[config.mk]
export PLATFORM = sky130hd
export DESIGN_NAME = rct16_timer
export DESIGN_NICKNAME = d
export VERILOG_FILES = /design/src/design/rct16_timer.v
export VERILOG_INCLUDE_DIRS = /design/src /design/src/design
export SDC_FILE = /design/constraint.sdc
export NUM_CORES = 1
export LEC_CHECK = 0
export BUFFER_PORTS_ARGS = -buffer_cell sky130_fd_sc_hd__clkbuf_2
export CAP_MARGIN = 20
export CORE_UTILIZATION = 35
export DETAILED_ROUTE_END_ITERATION = 8
export HOLD_SLACK_MARGIN = 0.08
export PLACE_DENSITY_LB_ADDON = 0.05
export SYNTH_ARGS = -nofsm -noshare
export SYNTH_HDL_FRONTEND = slang
export SYNTH_SLANG_ARGS = --single-unit
[constraint.sdc]
create_clock -name hclk -period 3.15 [get_ports hclk]
set_clock_uncertainty 0.2 [all_clocks]
set_input_delay 0.4725 -clock hclk [delete_from_list [all_inputs] [get_ports hclk]]
set_output_delay 0.4725 -clock hclk [all_outputs]
set_load 0.01 [all_outputs]
[src/design/rct_defines.vh]
// register map, field positions, reset values and divider counts of the reload/capture timer pair
`ifndef RCT_DEFINES_VH
`define RCT_DEFINES_VH

// word index of each register inside one timer's 16-byte window (byte address = 4 * index)
`define RCT_REG_CTRL0 2'h0
`define RCT_REG_CTRL1 2'h1
`define RCT_REG_COUNT 2'h2
`define RCT_REG_RELOAD 2'h3
// byte address bit that picks the timer: 0x00 partner timer, 0x10 wake-capable timer
`define RCT_TIMER_BIT 4

// timer_control_zero fields
`define RCT_C0_HIGH_FLAG 7
`define RCT_C0_LOW_FLAG 6
`define RCT_C0_LOW_IRQ_EN 5
`define RCT_C0_CAPTURE_EN 4
`define RCT_C0_SPLIT 3
`define RCT_C0_RUN 2
`define RCT_C0_XCLK_LSB 0
// timer_control_one fields
`define RCT_C1_CSEL_LSB 0
`define RCT_C1_FORCED_RELOAD_SELECT_LSB 2
`define RCT_C1_LOW_HALF_SEL 4
`define RCT_C1_HIGH_HALF_SEL 5
`define RCT_C1_TIMER_IRQ_EN 6
`define RCT_CTRL_RESET 8'h00
`define RCT_COUNT_RESET 16'h0000

// ext_clock_select codes
`define RCT_XCLK_SYS_DIV12 2'h0
`define RCT_XCLK_EXT_DIV8 2'h1
`define RCT_XCLK_PARTNER 2'h2
`define RCT_XCLK_LFO_DIV8 2'h3
// capture_source_select codes
`define RCT_CSEL_PIN 2'h0
`define RCT_CSEL_LFO 2'h1
`define RCT_CSEL_CMP0 2'h2
`define RCT_CSEL_CLU 2'h3

// divider terminal counts
`define RCT_SYS_DIV 12
`define RCT_SLOW_DIV 8
`define RCT_DIV12_LAST 4'hB
`define RCT_DIV8_LAST 3'h7
`define RCT_BYTE_MAX 8'hFF
`define RCT_WORD_MAX 16'hFFFF

`endif

[src/design/rct16_timer.v]
// two 16-bit reload/capture timers, the second chainable and wake-capable, behind an AHB-Lite slave
//
// Chosen here: the AHB-Lite slave port and the placing of the registers.
`timescale 1ns/10ps
`include "rct_defines.vh"

module rct16_timer (
  input wire hclk, // system clock, 50 MHz
  input wire hresetn, // asynchronous reset, active low
  input wire hsel, // slave select
  input wire [7:0] haddr, // byte address
  input wire [1:0] htrans, // transfer type
  input wire hwrite, // write when high
  input wire [2:0] hsize, // transfer size, words only
  input wire [31:0] hwdata, // write data
  input wire hready, // bus ready
  output wire hreadyout, // slave ready
  output wire hresp, // always OKAY
  output reg [31:0] hrdata, // read data
  input wire ext_clk_in, // external clock, asynchronous
  input wire lfo_clk_in, // low_freq_oscillator output, asynchronous
  input wire [1:0] capture_pin, // crossbar capture pins per timer, asynchronous
  input wire cmp0_event, // comparator 0 output, asynchronous
  input wire [3:0] clu_out, // configurable_logic_unit outputs, synchronous
  input wire low_power_mode, // device in suspend or snooze
  output wire [1:0] timer_irq, // interrupt per timer
  output wire [1:0] timer_overflow, // overflow pulse per timer
  output reg wake_req // wake pulse from the wake-capable timer
);

  wire acc = hsel & hready & htrans[1];
  reg wr_q;
  reg rdp_q;
  reg [2:0] a_q;
  reg map_q;
  reg [3:0] div12_q;
  reg [2:0] ext_div_q;
  reg [2:0] lfo_div_q;
  reg [3:0] clu_prev_q;
  wire ext_rise;
  wire lfo_rise;
  wire lfo_fall;
  wire [1:0] pin_fall;
  wire cmp_fall;
  wire [1:0] ovf_all;
  wire [15:0] c0_all;
  wire [15:0] c1_all;
  wire [31:0] cnt_all;
  wire [31:0] rld_all;

  assign hresp = 1'b0;
  // reads take one wait state so a write just before is already visible
  assign hreadyout = ~rdp_q;

  always @(posedge hclk or negedge hresetn) begin
    if (!hresetn) begin
      wr_q <= 1'b0;
      rdp_q <= 1'b0;
      a_q <= 3'h0;
      map_q <= 1'b0;
    end else begin
      wr_q <= acc & hwrite;
      rdp_q <= acc & ~hwrite;
      if (acc) begin
        a_q <= haddr[4:2];
        map_q <= (haddr[7:5] == 3'h0) && (haddr[1:0] == 2'h0);
      end
    end
  end

  always @(posedge hclk or negedge hresetn) begin
    if (!hresetn) begin
      hrdata <= 32'h00000000;
    end else if (rdp_q) begin
      hrdata <= 32'h00000000;
      if (map_q) begin
        case (a_q[1:0])
          `RCT_REG_CTRL0: hrdata <= {24'h000000, c0_all[8*a_q[2] +: 8]};
          `RCT_REG_CTRL1: hrdata <= {24'h000000, c1_all[8*a_q[2] +: 8]};
          `RCT_REG_COUNT: hrdata <= {16'h0000, cnt_all[16*a_q[2] +: 16]};
          default: hrdata <= {16'h0000, rld_all[16*a_q[2] +: 16]};
        endcase
      end
    end
  end

  // system clock / 12 tick
  wire tick_d12 = (div12_q == `RCT_DIV12_LAST);
  wire tick_ext = ext_rise & (ext_div_q == `RCT_DIV8_LAST);
  wire tick_lfo = lfo_rise & (lfo_div_q == `RCT_DIV8_LAST);
  wire [3:0] clu_fall = clu_prev_q & ~clu_out;

  // slow inputs pass two flops before anything reads them
  rct_sync_edge rct_sync_edge_ext_inst (
    .clk(hclk),
    .rst_n(hresetn),
    .async_in(ext_clk_in),
    .rise(ext_rise),
    .fall()
  );

  rct_sync_edge rct_sync_edge_lfo_inst (
    .clk(hclk),
    .rst_n(hresetn),
    .async_in(lfo_clk_in),
    .rise(lfo_rise),
    .fall(lfo_fall)
  );

  rct_sync_edge rct_sync_edge_pin0_inst (
    .clk(hclk),
    .rst_n(hresetn),
    .async_in(capture_pin[0]),
    .rise(),
    .fall(pin_fall[0])
  );

  rct_sync_edge rct_sync_edge_pin1_inst (
    .clk(hclk),
    .rst_n(hresetn),
    .async_in(capture_pin[1]),
    .rise(),
    .fall(pin_fall[1])
  );

  rct_sync_edge rct_sync_edge_cmp_inst (
    .clk(hclk),
    .rst_n(hresetn),
    .async_in(cmp0_event),
    .rise(),
    .fall(cmp_fall)
  );

  always @(posedge hclk or negedge hresetn) begin
    if (!hresetn) begin
      div12_q <= 4'h0;
      ext_div_q <= 3'h0;
      lfo_div_q <= 3'h0;
      clu_prev_q <= 4'h0;
    end else begin
      div12_q <= tick_d12 ? 4'h0 : div12_q + 4'h1;
      clu_prev_q <= clu_out;
      if (ext_rise) begin
        ext_div_q <= ext_div_q + 3'h1;
      end
      if (lfo_rise) begin
        lfo_div_q <= lfo_div_q + 3'h1;
      end
    end
  end

  genvar i;
  generate
    for (i = 0; i < 2; i = i + 1) begin : g_tmr
      reg [15:0] cnt_q;
      reg [15:0] rld_q;
      reg hflag_q;
      reg lflag_q;
      reg lo_irq_en_q;
      reg cap_en_q;
      reg split_q;
      reg run_q;
      reg [1:0] xsel_q;
      reg [1:0] csel_q;
      reg [1:0] rsel_q;
      reg lsel_q;
      reg hsel_q;
      reg tirq_en_q;
      reg ovf_q;
      reg irq_q;
      reg [15:0] cnt_d;
      reg [15:0] rld_d;
      reg hset;
      reg lset;
      reg ovf_d;
      reg xtick;
      reg cap_fall;
      reg frc;
      wire hit = wr_q & map_q & (a_q[2] == i);
      wire w_c0 = hit & (a_q[1:0] == `RCT_REG_CTRL0);
      wire w_c1 = hit & (a_q[1:0] == `RCT_REG_CTRL1);
      wire w_cnt = hit & (a_q[1:0] == `RCT_REG_COUNT);
      wire w_rld = hit & (a_q[1:0] == `RCT_REG_RELOAD);
      // low_half_clock_select / high_half_clock_select high = system clock
      wire tick_lo = lsel_q | xtick;
      wire tick_hi = hsel_q | xtick;
      wire cap_hit = cap_en_q & ~split_q & cap_fall;

      always @* begin
        case (xsel_q)
          `RCT_XCLK_SYS_DIV12: xtick = tick_d12;
          `RCT_XCLK_EXT_DIV8: xtick = tick_ext;
          `RCT_XCLK_PARTNER: xtick = (i == 1) ? ovf_all[0] : tick_d12;
          default: xtick = tick_lfo;
        endcase
        case (csel_q)
          `RCT_CSEL_PIN: cap_fall = pin_fall[i];
          `RCT_CSEL_LFO: cap_fall = lfo_fall;
          `RCT_CSEL_CMP0: cap_fall = cmp_fall;
          default: cap_fall = clu_fall[i];
        endcase
        case (rsel_q)
          2'h1: frc = clu_out[0];
          2'h2: frc = clu_out[1];
          2'h3: frc = clu_out[2];
          default: frc = 1'b0;
        endcase
      end

      always @* begin
        cnt_d = cnt_q;
        rld_d = rld_q;
        hset = 1'b0;
        lset = 1'b0;
        ovf_d = 1'b0;
        if (split_q) begin
          if (tick_lo) begin
            if (cnt_q[7:0] == `RCT_BYTE_MAX) begin
              cnt_d[7:0] = rld_q[7:0];
              lset = 1'b1;
            end else begin
              cnt_d[7:0] = cnt_q[7:0] + 8'h01;
            end
          end
          if (run_q & tick_hi) begin
            if (cnt_q[15:8] == `RCT_BYTE_MAX) begin
              cnt_d[15:8] = rld_q[15:8];
              hset = 1'b1;
              ovf_d = 1'b1;
            end else begin
              cnt_d[15:8] = cnt_q[15:8] + 8'h01;
            end
          end
        end else if (run_q) begin
          if (frc & ~cap_en_q) begin
            cnt_d = rld_q;
          end else if (tick_lo) begin
            if (cnt_q[7:0] == `RCT_BYTE_MAX) begin
              lset = 1'b1;
            end
            if (cnt_q == `RCT_WORD_MAX) begin
              ovf_d = 1'b1;
              if (cap_en_q) begin
                cnt_d = `RCT_COUNT_RESET;
              end else begin
                cnt_d = rld_q;
                hset = 1'b1;
              end
            end else begin
              cnt_d = cnt_q + 16'h0001;
            end
          end
        end
        if (cap_hit) begin
          rld_d = cnt_q;
          hset = 1'b1;
        end
      end

      always @(posedge hclk or negedge hresetn) begin
        if (!hresetn) begin
          cnt_q <= `RCT_COUNT_RESET;
          rld_q <= `RCT_COUNT_RESET;
          hflag_q <= 1'b0;
          lflag_q <= 1'b0;
          lo_irq_en_q <= 1'b0;
          cap_en_q <= 1'b0;
          split_q <= 1'b0;
          run_q <= 1'b0;
          xsel_q <= 2'h0;
          csel_q <= 2'h0;
          rsel_q <= 2'h0;
          lsel_q <= 1'b0;
          hsel_q <= 1'b0;
          tirq_en_q <= 1'b0;
          ovf_q <= 1'b0;
          irq_q <= 1'b0;
        end else begin
          cnt_q <= w_cnt ? hwdata[15:0] : cnt_d;
          // a capture in the same cycle beats a software write
          rld_q <= (w_rld & ~cap_hit) ? hwdata[15:0] : rld_d;
          // set wins over a software clear
          hflag_q <= hset | (w_c0 ? hwdata[`RCT_C0_HIGH_FLAG] : hflag_q);
          lflag_q <= lset | (w_c0 ? hwdata[`RCT_C0_LOW_FLAG] : lflag_q);
          ovf_q <= ovf_d;
          irq_q <= tirq_en_q & (hflag_q | (lo_irq_en_q & lflag_q));
          if (w_c0) begin
            lo_irq_en_q <= hwdata[`RCT_C0_LOW_IRQ_EN];
            cap_en_q <= hwdata[`RCT_C0_CAPTURE_EN];
            split_q <= hwdata[`RCT_C0_SPLIT];
            run_q <= hwdata[`RCT_C0_RUN];
            xsel_q <= hwdata[`RCT_C0_XCLK_LSB +: 2];
          end
          if (w_c1) begin
            csel_q <= hwdata[`RCT_C1_CSEL_LSB +: 2];
            rsel_q <= hwdata[`RCT_C1_FORCED_RELOAD_SELECT_LSB +: 2];
            lsel_q <= hwdata[`RCT_C1_LOW_HALF_SEL];
            hsel_q <= hwdata[`RCT_C1_HIGH_HALF_SEL];
            tirq_en_q <= hwdata[`RCT_C1_TIMER_IRQ_EN];
          end
        end
      end

      assign ovf_all[i] = ovf_q;
      assign timer_irq[i] = irq_q;
      assign cnt_all[16*i +: 16] = cnt_q;
      assign rld_all[16*i +: 16] = rld_q;
      assign c0_all[8*i +: 8] = {hflag_q, lflag_q, lo_irq_en_q, cap_en_q, split_q, run_q, xsel_q};
      assign c1_all[8*i +: 8] = {1'b0, tirq_en_q, hsel_q, lsel_q, rsel_q, csel_q};
    end
  endgenerate

  assign timer_overflow = ovf_all;

  // wake only when the wake timer's low half runs from the slow oscillator, directly or via the partner
  wire wake_direct = (c0_all[9:8] == `RCT_XCLK_LFO_DIV8) & ~c1_all[8 + `RCT_C1_LOW_HALF_SEL];
  wire partner_slow = (c0_all[1:0] == `RCT_XCLK_LFO_DIV8) & ~c1_all[`RCT_C1_LOW_HALF_SEL];
  wire wake_chain = (c0_all[9:8] == `RCT_XCLK_PARTNER) & ~c1_all[8 + `RCT_C1_LOW_HALF_SEL] & partner_slow;

  always @(posedge hclk or negedge hresetn) begin
    if (!hresetn) begin
      wake_req <= 1'b0;
    end else begin
      wake_req <= low_power_mode & ovf_all[1] & (wake_direct | wake_chain);
    end
  end

endmodule

// two-flop synchroniser with a third stage for edge detection
module rct_sync_edge (
  input wire clk, // sampling clock
  input wire rst_n, // asynchronous reset, active low
  input wire async_in, // level from another clock domain
  output wire rise, // one-cycle pulse on a rising edge
  output wire fall // one-cycle pulse on a falling edge
);

  reg [2:0] sync_q;

  // only the second stage reads the first
  assign rise = sync_q[1] & ~sync_q[2];
  assign fall = ~sync_q[1] & sync_q[2];

  always @(posedge clk or negedge rst_n) begin
    if (!rst_n) begin
      sync_q <= 3'h0;
    end else begin
      sync_q <= {sync_q[1:0], async_in};
    end
  end

endmodule

# Word-level counts from Yosys, hierarchy flattened
# Index checks and enable logic that the tools add are counted.
# classes
add_sub_neg	9
eq_ne	32
shift	4
muxes	77
bitwise_logic	73
reduce_logical	21
# op_table
cell	n
16-bit two-way mux	18
8-bit two-way mux	8
32-bit by 6-bit variable part select with 16-bit output	2
16-bit case mux with 3 select lines	1
1-bit bitwise AND	43
1-bit two-way mux	42
16-bit by 1-bit adder with 16-bit output (second input constant)	2
8-bit by 1-bit adder with 8-bit output (second input constant)	4
16-bit == test (second input constant)	2
8-bit == test (second input constant)	4
32-bit two-way mux	1
16-bit by 5-bit variable part select with 8-bit output	2
2-bit == test (second input constant)	12
1-bit inverter	17
1-bit case mux with 3 select lines	5
2-bit by 1-bit == test with 1-bit output (second input constant)	7
2-bit zero test	6
3-bit by 1-bit != test with 1-bit output (second input constant)	4
3-bit AND reduction	4
3-bit nonzero test	4
1-bit OR	11
4-bit nonzero test	2
3-bit by 1-bit adder with 3-bit output (second input constant)	2
3-bit == test (second input constant)	2
10 further kinds	11
# word_totals
register_bits	164
inputBits	60
out_inout_bits	39
wordCells	265

# Longest topological paths before layout
# Gate-level depths: netlist of the first run.
# logic_depth
word_depth	11
mapped_depth	9
ltp_nobuf	8

# Hierarchy
# Synthesis of the first run repeated with hierarchy kept, for this count alone.
# unflattened
cells_unflattened	858
hier_area_um2	8770.9
# modules_own_cells
module	n_inst	cells_each	area_each_um2	seq_area_each_um2
rct16_timer	1	833	8320.5	3328.2
rct_sync_edge	5	5	90.1	75.1

# Worst setup path before layout of the first run
# Ideal clock, no wire load.
# synth_timing
path_kind	register to register
start	register g_tmr[0].cnt_q[0]
end	register g_tmr[0].cnt_q[8]
setup_time_ns	0.065
arrival_ns	2.250
t_required_ns	2.885
slack_ns	0.635
path_stages_with_launch	9
path_buffers	1
period_less_slack_ns	2.515
cell_sequence	dfrtp_1 -> ha_1 -> nand3_1 -> or4_4 -> a2111oi_4 -> buf_6 -> a222oi_1 -> a21oi_1 -> o21a_1
# synth_via
elab_chain_cells	7
word_cells_on_any_way	8
classes_between	add/sub: 1; eq/ne: 1; mux: 6
# synth_lines
element	line_no	rtl
start, declared	rct16_timer.v:155	reg [15:0] cnt_q;
start signal, assigned	rct16_timer.v:262	cnt_q <= `RCT_COUNT_RESET;
start signal, assigned	rct16_timer.v:279	cnt_q <= w_cnt ? hwdata[15:0] : cnt_d;
16-bit by 1-bit adder with 16-bit output / 16-bit == test (equally long branches)	-	
16-bit two-way mux (*)	rct16_timer.v:241	if (cnt_q == `RCT_WORD_MAX) begin
16-bit two-way mux (*)	rct16_timer.v:237	end else if (tick_lo) begin
16-bit two-way mux (*)	rct16_timer.v:235	if (frc & ~cap_en_q) begin
16-bit two-way mux (*)	rct16_timer.v:234	end else if (run_q) begin
16-bit two-way mux (*)	rct16_timer.v:216	if (split_q) begin
16-bit two-way mux (*)	rct16_timer.v:279	
# Mark *: on every way between the ends. The rest lies on a longest branch, timed or not. The select of a mux whose other input is x is not followed.
# A chain may end at the register's enable or synchronous reset.

# Final worst setup path of the first run
# layout_timing
start	register ext_div_q[0]
end	register g_tmr[0].cnt_q[0]
# layout_via
elab_chain_cells	6
word_cells_on_any_way	7
classes_between	eq/ne: 2; mux: 1; bitwise: 2; reduce/logical: 2
# layout_lines
element	line_no	rtl
start, declared	rct16_timer.v:37	reg [2:0] ext_div_q;
start signal, assigned	rct16_timer.v:144	ext_div_q <= ext_div_q + 3'h1;
3-bit == test (no source line) (*)	-	
1-bit bitwise AND (*)	rct16_timer.v:89	wire tick_ext = ext_rise & (ext_div_q == `RCT_DIV8_LAST);
1-bit case mux with 2 select lines (*)	rct16_timer.v:190	case (xsel_q)
1-bit OR (*)	rct16_timer.v:185	wire tick_lo = lsel_q | xtick;
3-bit by 1-bit != test with 1-bit output (no source line) / 3-bit nonzero test (equally long branches)	-	
3-bit AND reduction (no source line) (*)	-	
# Mark *: on every way between the ends. The rest lies on a longest branch, timed or not.

==> results.toml, run 1 <==
[outcome]
status = "completed"

[placement]
dpl.hpwl_um = 21100
gp_congestion = 0.927
port_buffers = 60
placed_area_mm2 = 0.00943

[die]
die_area_mm2 = 0.0256
io_pins = 99
coreArea_mm2 = 0.0244
dieHeight_um = 160
die_w_um = 160
start_util = 0.358
placement_rows = 57

[synthesis]
synth_edf_count = 0
ys_async_sr_fraction = 1.00
syn_area_mm2 = 0.00873
ys_types = 78
avgSynthCellArea_um2 = 10.2
synth_ff_type = "dfrtp_1"
synth_cells = 860
yosysWarnings = 0
ys_ff_latch = 148
yosysSeqAreaShare = 0.424

[sta]
rsz0062_at_grt = "false"
slew_violations = 0
tightest_slew_ns = 0.727
max_slew_margin = 0.514
holdWs_ns = 0.103
post-route-min-period_ns = 2.86
setup_tns_ns = 0
clock.fmax_mhz = 350
final-setup-viol-count = 0
period_share = 0.907
final-hold-violation-count = 0

[worst_setup_path]
path_cells = "ha_1, ha_1, or4bb_1, a32oi_1, o21ai_0, o311a_1, mux2_2"
crit_path_start_kind = "register"
reg2reg_from = "ext_div_q[0]$_DFFE_PN0P_"
cp_common_cell = "ha_1"
crit_path_max_fanout = 13
path_buf_inv = 0
slowest_stage = "or4bb_1"
worstPathRequired_ns = 3.27
crit_family = "compound AO/OA/AOI/OAI gates"
r2r-end = "g_tmr[0].cnt_q[0]$_DFFE_PN0P_"
crit_path_end_kind = "register"
reg2reg_setup_slack_ns = 0.29
arrival_ns = 2.97
path_class = "reg2reg"
slowest_delay_ns = 0.55
r2r_cells = 7

[global_route]
grt_pass1_wl_um = 44500
grt-ovfl-total = 0
antenna_found_initial = 0
track_usage = 0.232
grt_pass1_vias = 7212
grt_max_degree = 69

[hold_path]
worstHoldEndpoint = "map_q$_DFFE_PN0P_"
hp-start = "haddr[5]"
hold_depth = 3
hp-class = "in2reg"

[drt]
post_drt_via_cell_ratio = 5.76
drc = 0
wirelength_um = 28700
drt_iter0_drc = 568
routedWlPerCell_um = 22.5
drtAntennaViolNets = 0
dr_total_vias = 7339
drtPass1Iterations = 5

[clock_network]
worst_skew_pair.late_latency_ns = 0.44
cts.clk_slew.worst_paths_ns = 0.08
cts_buffer_depth = 2
root_buffer = "clkbuf_16"
cts_num_sinks = 148
cts_made_buffers = 17
cts_tree = "yes"
cts_setup_buffers = 0
h-tree-depth = 4

[pwr]
peakVddDrop_uv = 309
leakage_nw = 4.24
powerDensity_mw_per_mm2 = 662

[final_layout]
layout-drive-gt1-share = 0.221
syn2layout_area_growth_pct = 16.8
nets = 1007
n_antenna_cell = 0
design_area_mm2 = 0.0102

[run]
drv_cap = 0
[layer usage]
layer  global-route usage  part of all wire  up-vias
met3               0.0397             0.047       38
met2                0.346              0.45      241
li1                     -                 -     3354
met5                    0                 0        -
met4               0.0623             0.019        0
met1                0.344              0.49     3706
[stage by stage]
| step | util | total power [mW] | std cells | setup WS [ns] |
|---|---|---|---|---|
| 3_3_place_gp | 0.387 | 4.62 | 1228 | 0.385 |
| 6_report | 0.418 | 6.76 | 1275 | 0.293 |
| 3_5_place_dp | 0.387 | 4.66 | 1228 | 0.358 |
| 5_1_grt | 0.418 | 7.13 | 1275 | 0.0264 |
| 2_1_floorplan | - | 3.95 | 876 | 0.635 |
| 4_1_cts | 0.417 | 6.80 | 1274 | 0.343 |
[cell usage after synthesis, drive strengths merged, types with 12 or more instances]
master  instances  area, um^2
mux4           23         526
nor2           84         318
a21oi          67         335
nand3          22         110
dfrtp         148        3700
nand4          15         106
o21ai          54         274
clkbuf         36         135
buf            35         264
nor2b          12        75.1
mux2           37         417
nand2          54         203
mux2i          50         500
inv            14        52.6
[placed cells by master, fill, tap and decap left out, types with 10 or more instances in the layout]
master and count:
clkbuf_2 59, o21ai_0 49, mux2i_1 50, mux2_2 37, inv_1 14, buf_4 37
mux4_2 21, dfrtp_1 148, nor2_1 81, nand4_1 13, a21oi_1 67, xnor2_1 11
a31oi_1 11, dlygate4sd3_1 14, nor2b_1 11, a211oi_1 10, clkbuf_16 17, nand3_1 22
conb_1 17, nand2_1 54
[area by class of cell]
type / count / area (um^2)
Fill cell: 2383 / 14200
Clock inverter: 15 / 179
Timing Repair Buffer: 114 / 792
Sequential cell: 148 / 3700
Inverter: 15 / 56.3
Clock buffer: 17 / 425
Tap cell: 324 / 405
Multi-Input combinational cell: 642 / 4640
[worst max-delay path by stage]
stage	start	endpoint	cells past startpoint
floorplan	g_tmr[0].cnt_q[0]$_DFFE_PN0P_	g_tmr[0].cnt_q[8]$_DFFE_PN0P_	8
global placement	g_tmr[0].cnt_q[9]$_DFFE_PN0P_	g_tmr[0].cnt_q[4]$_DFFE_PN0P_	7
detailed placement	g_tmr[0].cnt_q[9]$_DFFE_PN0P_	g_tmr[0].cnt_q[4]$_DFFE_PN0P_	7
CTS	ext_div_q[0]$_DFFE_PN0P_	g_tmr[0].cnt_q[0]$_DFFE_PN0P_	7
global route	ext_div_q[0]$_DFFE_PN0P_	g_tmr[0].cnt_q[4]$_DFFE_PN0P_	8
finish	ext_div_q[0]$_DFFE_PN0P_	g_tmr[0].cnt_q[0]$_DFFE_PN0P_	7
[kinds of logic (layout without fill, tap and decap cells)]
family / Yosys count / after routing / share of synthesized area
and+or+nand+nor: 257 / 257 / 0.150
AOI/OAI and AO/OA: 230 / 230 / 0.176
DFF: 148 / 148 / 0.424
muxes: 110 / 110 / 0.165
buffers and inverters: 86 / 161 / 0.0522
xor gates and xnor gates: 19 / 19 / 0.0191
adders and majority gates: 9 / 9 / 0.0129
other: 1 / 17 / 0.000430
[flip-flops by register name, summed over array words and instances (netlist names), 3 cells and up]
signal and flops:
g_tmr.cnt_q 32, g_tmr.rld_q 32, hrdata 16, div12_q 4, g_tmr.csel_q 4, g_tmr.rsel_q 4, g_tmr.xsel_q 4, a_q 3
ext_div_q 3, lfo_div_q 3, rct_sync_edge_cmp_inst.sync_q 3, rct_sync_edge_ext_inst.sync_q 3, rct_sync_edge_lfo_inst.sync_q 3, rct_sync_edge_pin0_inst.sync_q 3, rct_sync_edge_pin1_inst.sync_q 3
[where the power goes]
| part | leakage [nW] | switching, mW | internal, mW | total (mW) |
|---|---|---|---|---|
| clock | 0.297 | 1.02 | 1.08 | 2.10 |
| sequential | 1.80 | 0.507 | 2.25 | 2.76 |
| combinational | 2.14 | 1.01 | 0.897 | 1.90 |
| total | 4.24 | 2.53 | 4.23 | 6.76 |
[what timing repair did]
action                                  in CTS  in global routing
endpoints found under the hold margin       80                  0
hold buffers                                14                  0
gates resized for setup                      0                  0
endpoints found under the setup margin       0                  0
[worst register-to-register path, stage by stage (launching register included)]
cell	delay, ns
dfrtp_1	0.38
ha_1	0.15
ha_1	0.14
or4bb_1	0.55
a32oi_1	0.47
o21ai_0	0.18
o311a_1	0.31
mux2_2	0.35
No activity file was read; power rests on OpenSTA's default activity.
==> inputs of run 2 (changes only) <==
--- a/config.mk
+++ b/config.mk
@@ -7,7 +7,8 @@
 export NUM_CORES = 1
 export LEC_CHECK = 0
 export BUFFER_PORTS_ARGS = -buffer_cell sky130_fd_sc_hd__clkbuf_2
-export CAP_MARGIN = 20
+export CELL_PAD_IN_SITES_DETAIL_PLACEMENT = 1
+export CELL_PAD_IN_SITES_GLOBAL_PLACEMENT = 2
 export CORE_UTILIZATION = 35
 export DETAILED_ROUTE_END_ITERATION = 8
 export HOLD_SLACK_MARGIN = 0.08
==> results.toml, run 2 (synthesis results as in run 1) <==
[die]
io_pins = 99
die_w_um = 160
coreArea_mm2 = 0.0244
dieHeight_um = 160
placement_rows = 57
die_area_mm2 = 0.0256
start_util = 0.358

[sta]
slew_violations = 0
setup_tns_ns = 0
fin_ws_ns = 0.386
post-route-min-period_ns = 2.76
period_share = 0.877
tightest_slew_ns = 0.759
final-hold-violation-count = 0
max_slew_margin = 0.492
clock.fmax_mhz = 362
rsz0062_at_grt = "false"
final-setup-viol-count = 0

[run]
drv_cap = 0

[placement]
dpl.hpwl_um = 23100
port_buffers = 60
pre_cts_ws_ns = 0.302
gp_congestion = 0.876

[clock_network]
cts_made_buffers = 17
cts_num_sinks = 148
cts.clk_slew.worst_paths_ns = 0.07
root_buffer = "clkbuf_16"
h-tree-depth = 4
worst_skew_pair.late_latency_ns = 0.44
cts_tree = "yes"
cts_buffer_depth = 2
cts_setup_buffers = 0

[pwr]
powerDensity_mw_per_mm2 = 669
leakage_nw = 4.24
peakVddDrop_uv = 263

[drt]
drtPass1Iterations = 6
routedWlPerCell_um = 24.3
drc = 0
drtAntennaViolNets = 0
dr_total_vias = 7530
drt_iter0_drc = 479
wirelength_um = 31100
post_drt_via_cell_ratio = 5.88

[final_layout]
layout-drive-gt1-share = 0.228
layout_commonest_cell = "dfrtp_1"
nets = 1013
fillers = 2765
top_regs = "g_tmr.cnt_q: 32 flops, g_tmr.rld_q: 32 flops, hrdata: 16 flops"
n_antenna_cell = 0
syn2layout_area_growth_pct = 16.9
layout_common_cells = "148 x dfrtp_1, 81 x nor2_1, 67 x a21oi_1"

[global_route]
use_met1 = 0.366
met3_usage = 0.0371
busiest_layer = "met2"
grt_max_degree = 58
grt_pass1_wl_um = 49200
grt_pass1_vias = 8048
grt-ovfl-total = 0
track_usage = 0.253
grt_use_met2 = 0.396
antenna_found_initial = 0

[worst_setup_path]
worstPathRequired_ns = 3.30
path_class = "reg2reg"
slowest_delay_ns = 0.62
crit_path_start_kind = "register"
critPathLaunch = "g_tmr[0].cnt_q[0]$_DFFE_PN0P_"
crit_path_end_kind = "register"
crit_path_max_fanout = 13
path_buf_inv = 1
path_cells = "ha_1, nand3_1, or4_4, a2111oi_4, buf_4, a21o_2, a222oi_1, mux2i_1"
reg2reg_from = "g_tmr[0].cnt_q[0]$_DFFE_PN0P_"
slowest_stage = "or4_4"
crit_family = "simple AND/OR/NAND/NOR gates"
arrival_ns = 2.91

[hold_path]
hp-class = "in2reg"
hp-start = "clu_out[1]"

[outcome]
status = "completed"
## run 2: cell types whose count changed in the layout (fill, tap and decap cells not counted), moves of 4 or more
cell,previous run,this run
clkinv_8,4,0
clkinvlp_4,0,4
inv_8,7,1
inv_6,2,7
buf_4,37,46
## run 2: cell type report
type,instances,area [um^2],share of cell area
timing repair buffer,120,802,0.0786
clock inverter,15,168,0.0164
tap,324,405,0.0397
clock buffer,17,425,0.0417
inverter,15,56.3,0.00552
multi-input combinational,642,4640,0.455
sequential,148,3700,0.363
## run 2: per-stage QoR
step	area, um^2	std cells	hold slack, ns	util	power (mW)
6_report	10200	1281	0.104	0.418	6.82
5_1_grt	10200	1281	0.0932	0.418	7.20
4_1_cts	10200	1281	0.0851	0.418	6.86
3_5_place_dp	9480	1236	0.136	0.389	4.70
3_3_place_gp	9480	1236	0.135	0.389	4.61
2_1_floorplan	8790	876	-0.0231	-	3.95
## run 2: routing by layer
metal	wire, um	up-vias
met3	1500	39
met1	14600	3890
li1	-	3373
met4	585	0
met5	0	-
met2	14300	228
## run 2: path summary, 6_finish.rpt
path	endpoint	slack, ns	depth (start not counted)
hold / removal	clu_prev_q[1]$_DFF_PN0_	0.10	1
setup reg to reg	g_tmr[0].cnt_q[1]$_DFFE_PN0P_	0.39	8
hold reg to reg	rct_sync_edge_ext_inst.sync_q[1]$_DFF_PN0_	0.15	0
min in group asynchronous	div12_q[3]$_DFF_PN0_	0.39	2
max in group asynchronous	g_tmr[0].rld_q[6]$_DFFE_PN0P_	1.61	3
setup / recovery	g_tmr[0].cnt_q[1]$_DFFE_PN0P_	0.39	8
## run 2: timing repair
item | in CTS | in global routing
hold endpoints to repair | 67 | 0
gates resized for setup | 0 | 1
hold buffers | 13 | 0
setup endpoints to repair | 0 | 1
## run 2: power breakdown
part	internal [mW]	switching [mW]	total (mW)
combinational	0.902	1.05	1.95
sequential	2.25	0.503	2.76
clock	1.19	0.934	2.12
total	4.34	2.48	6.82
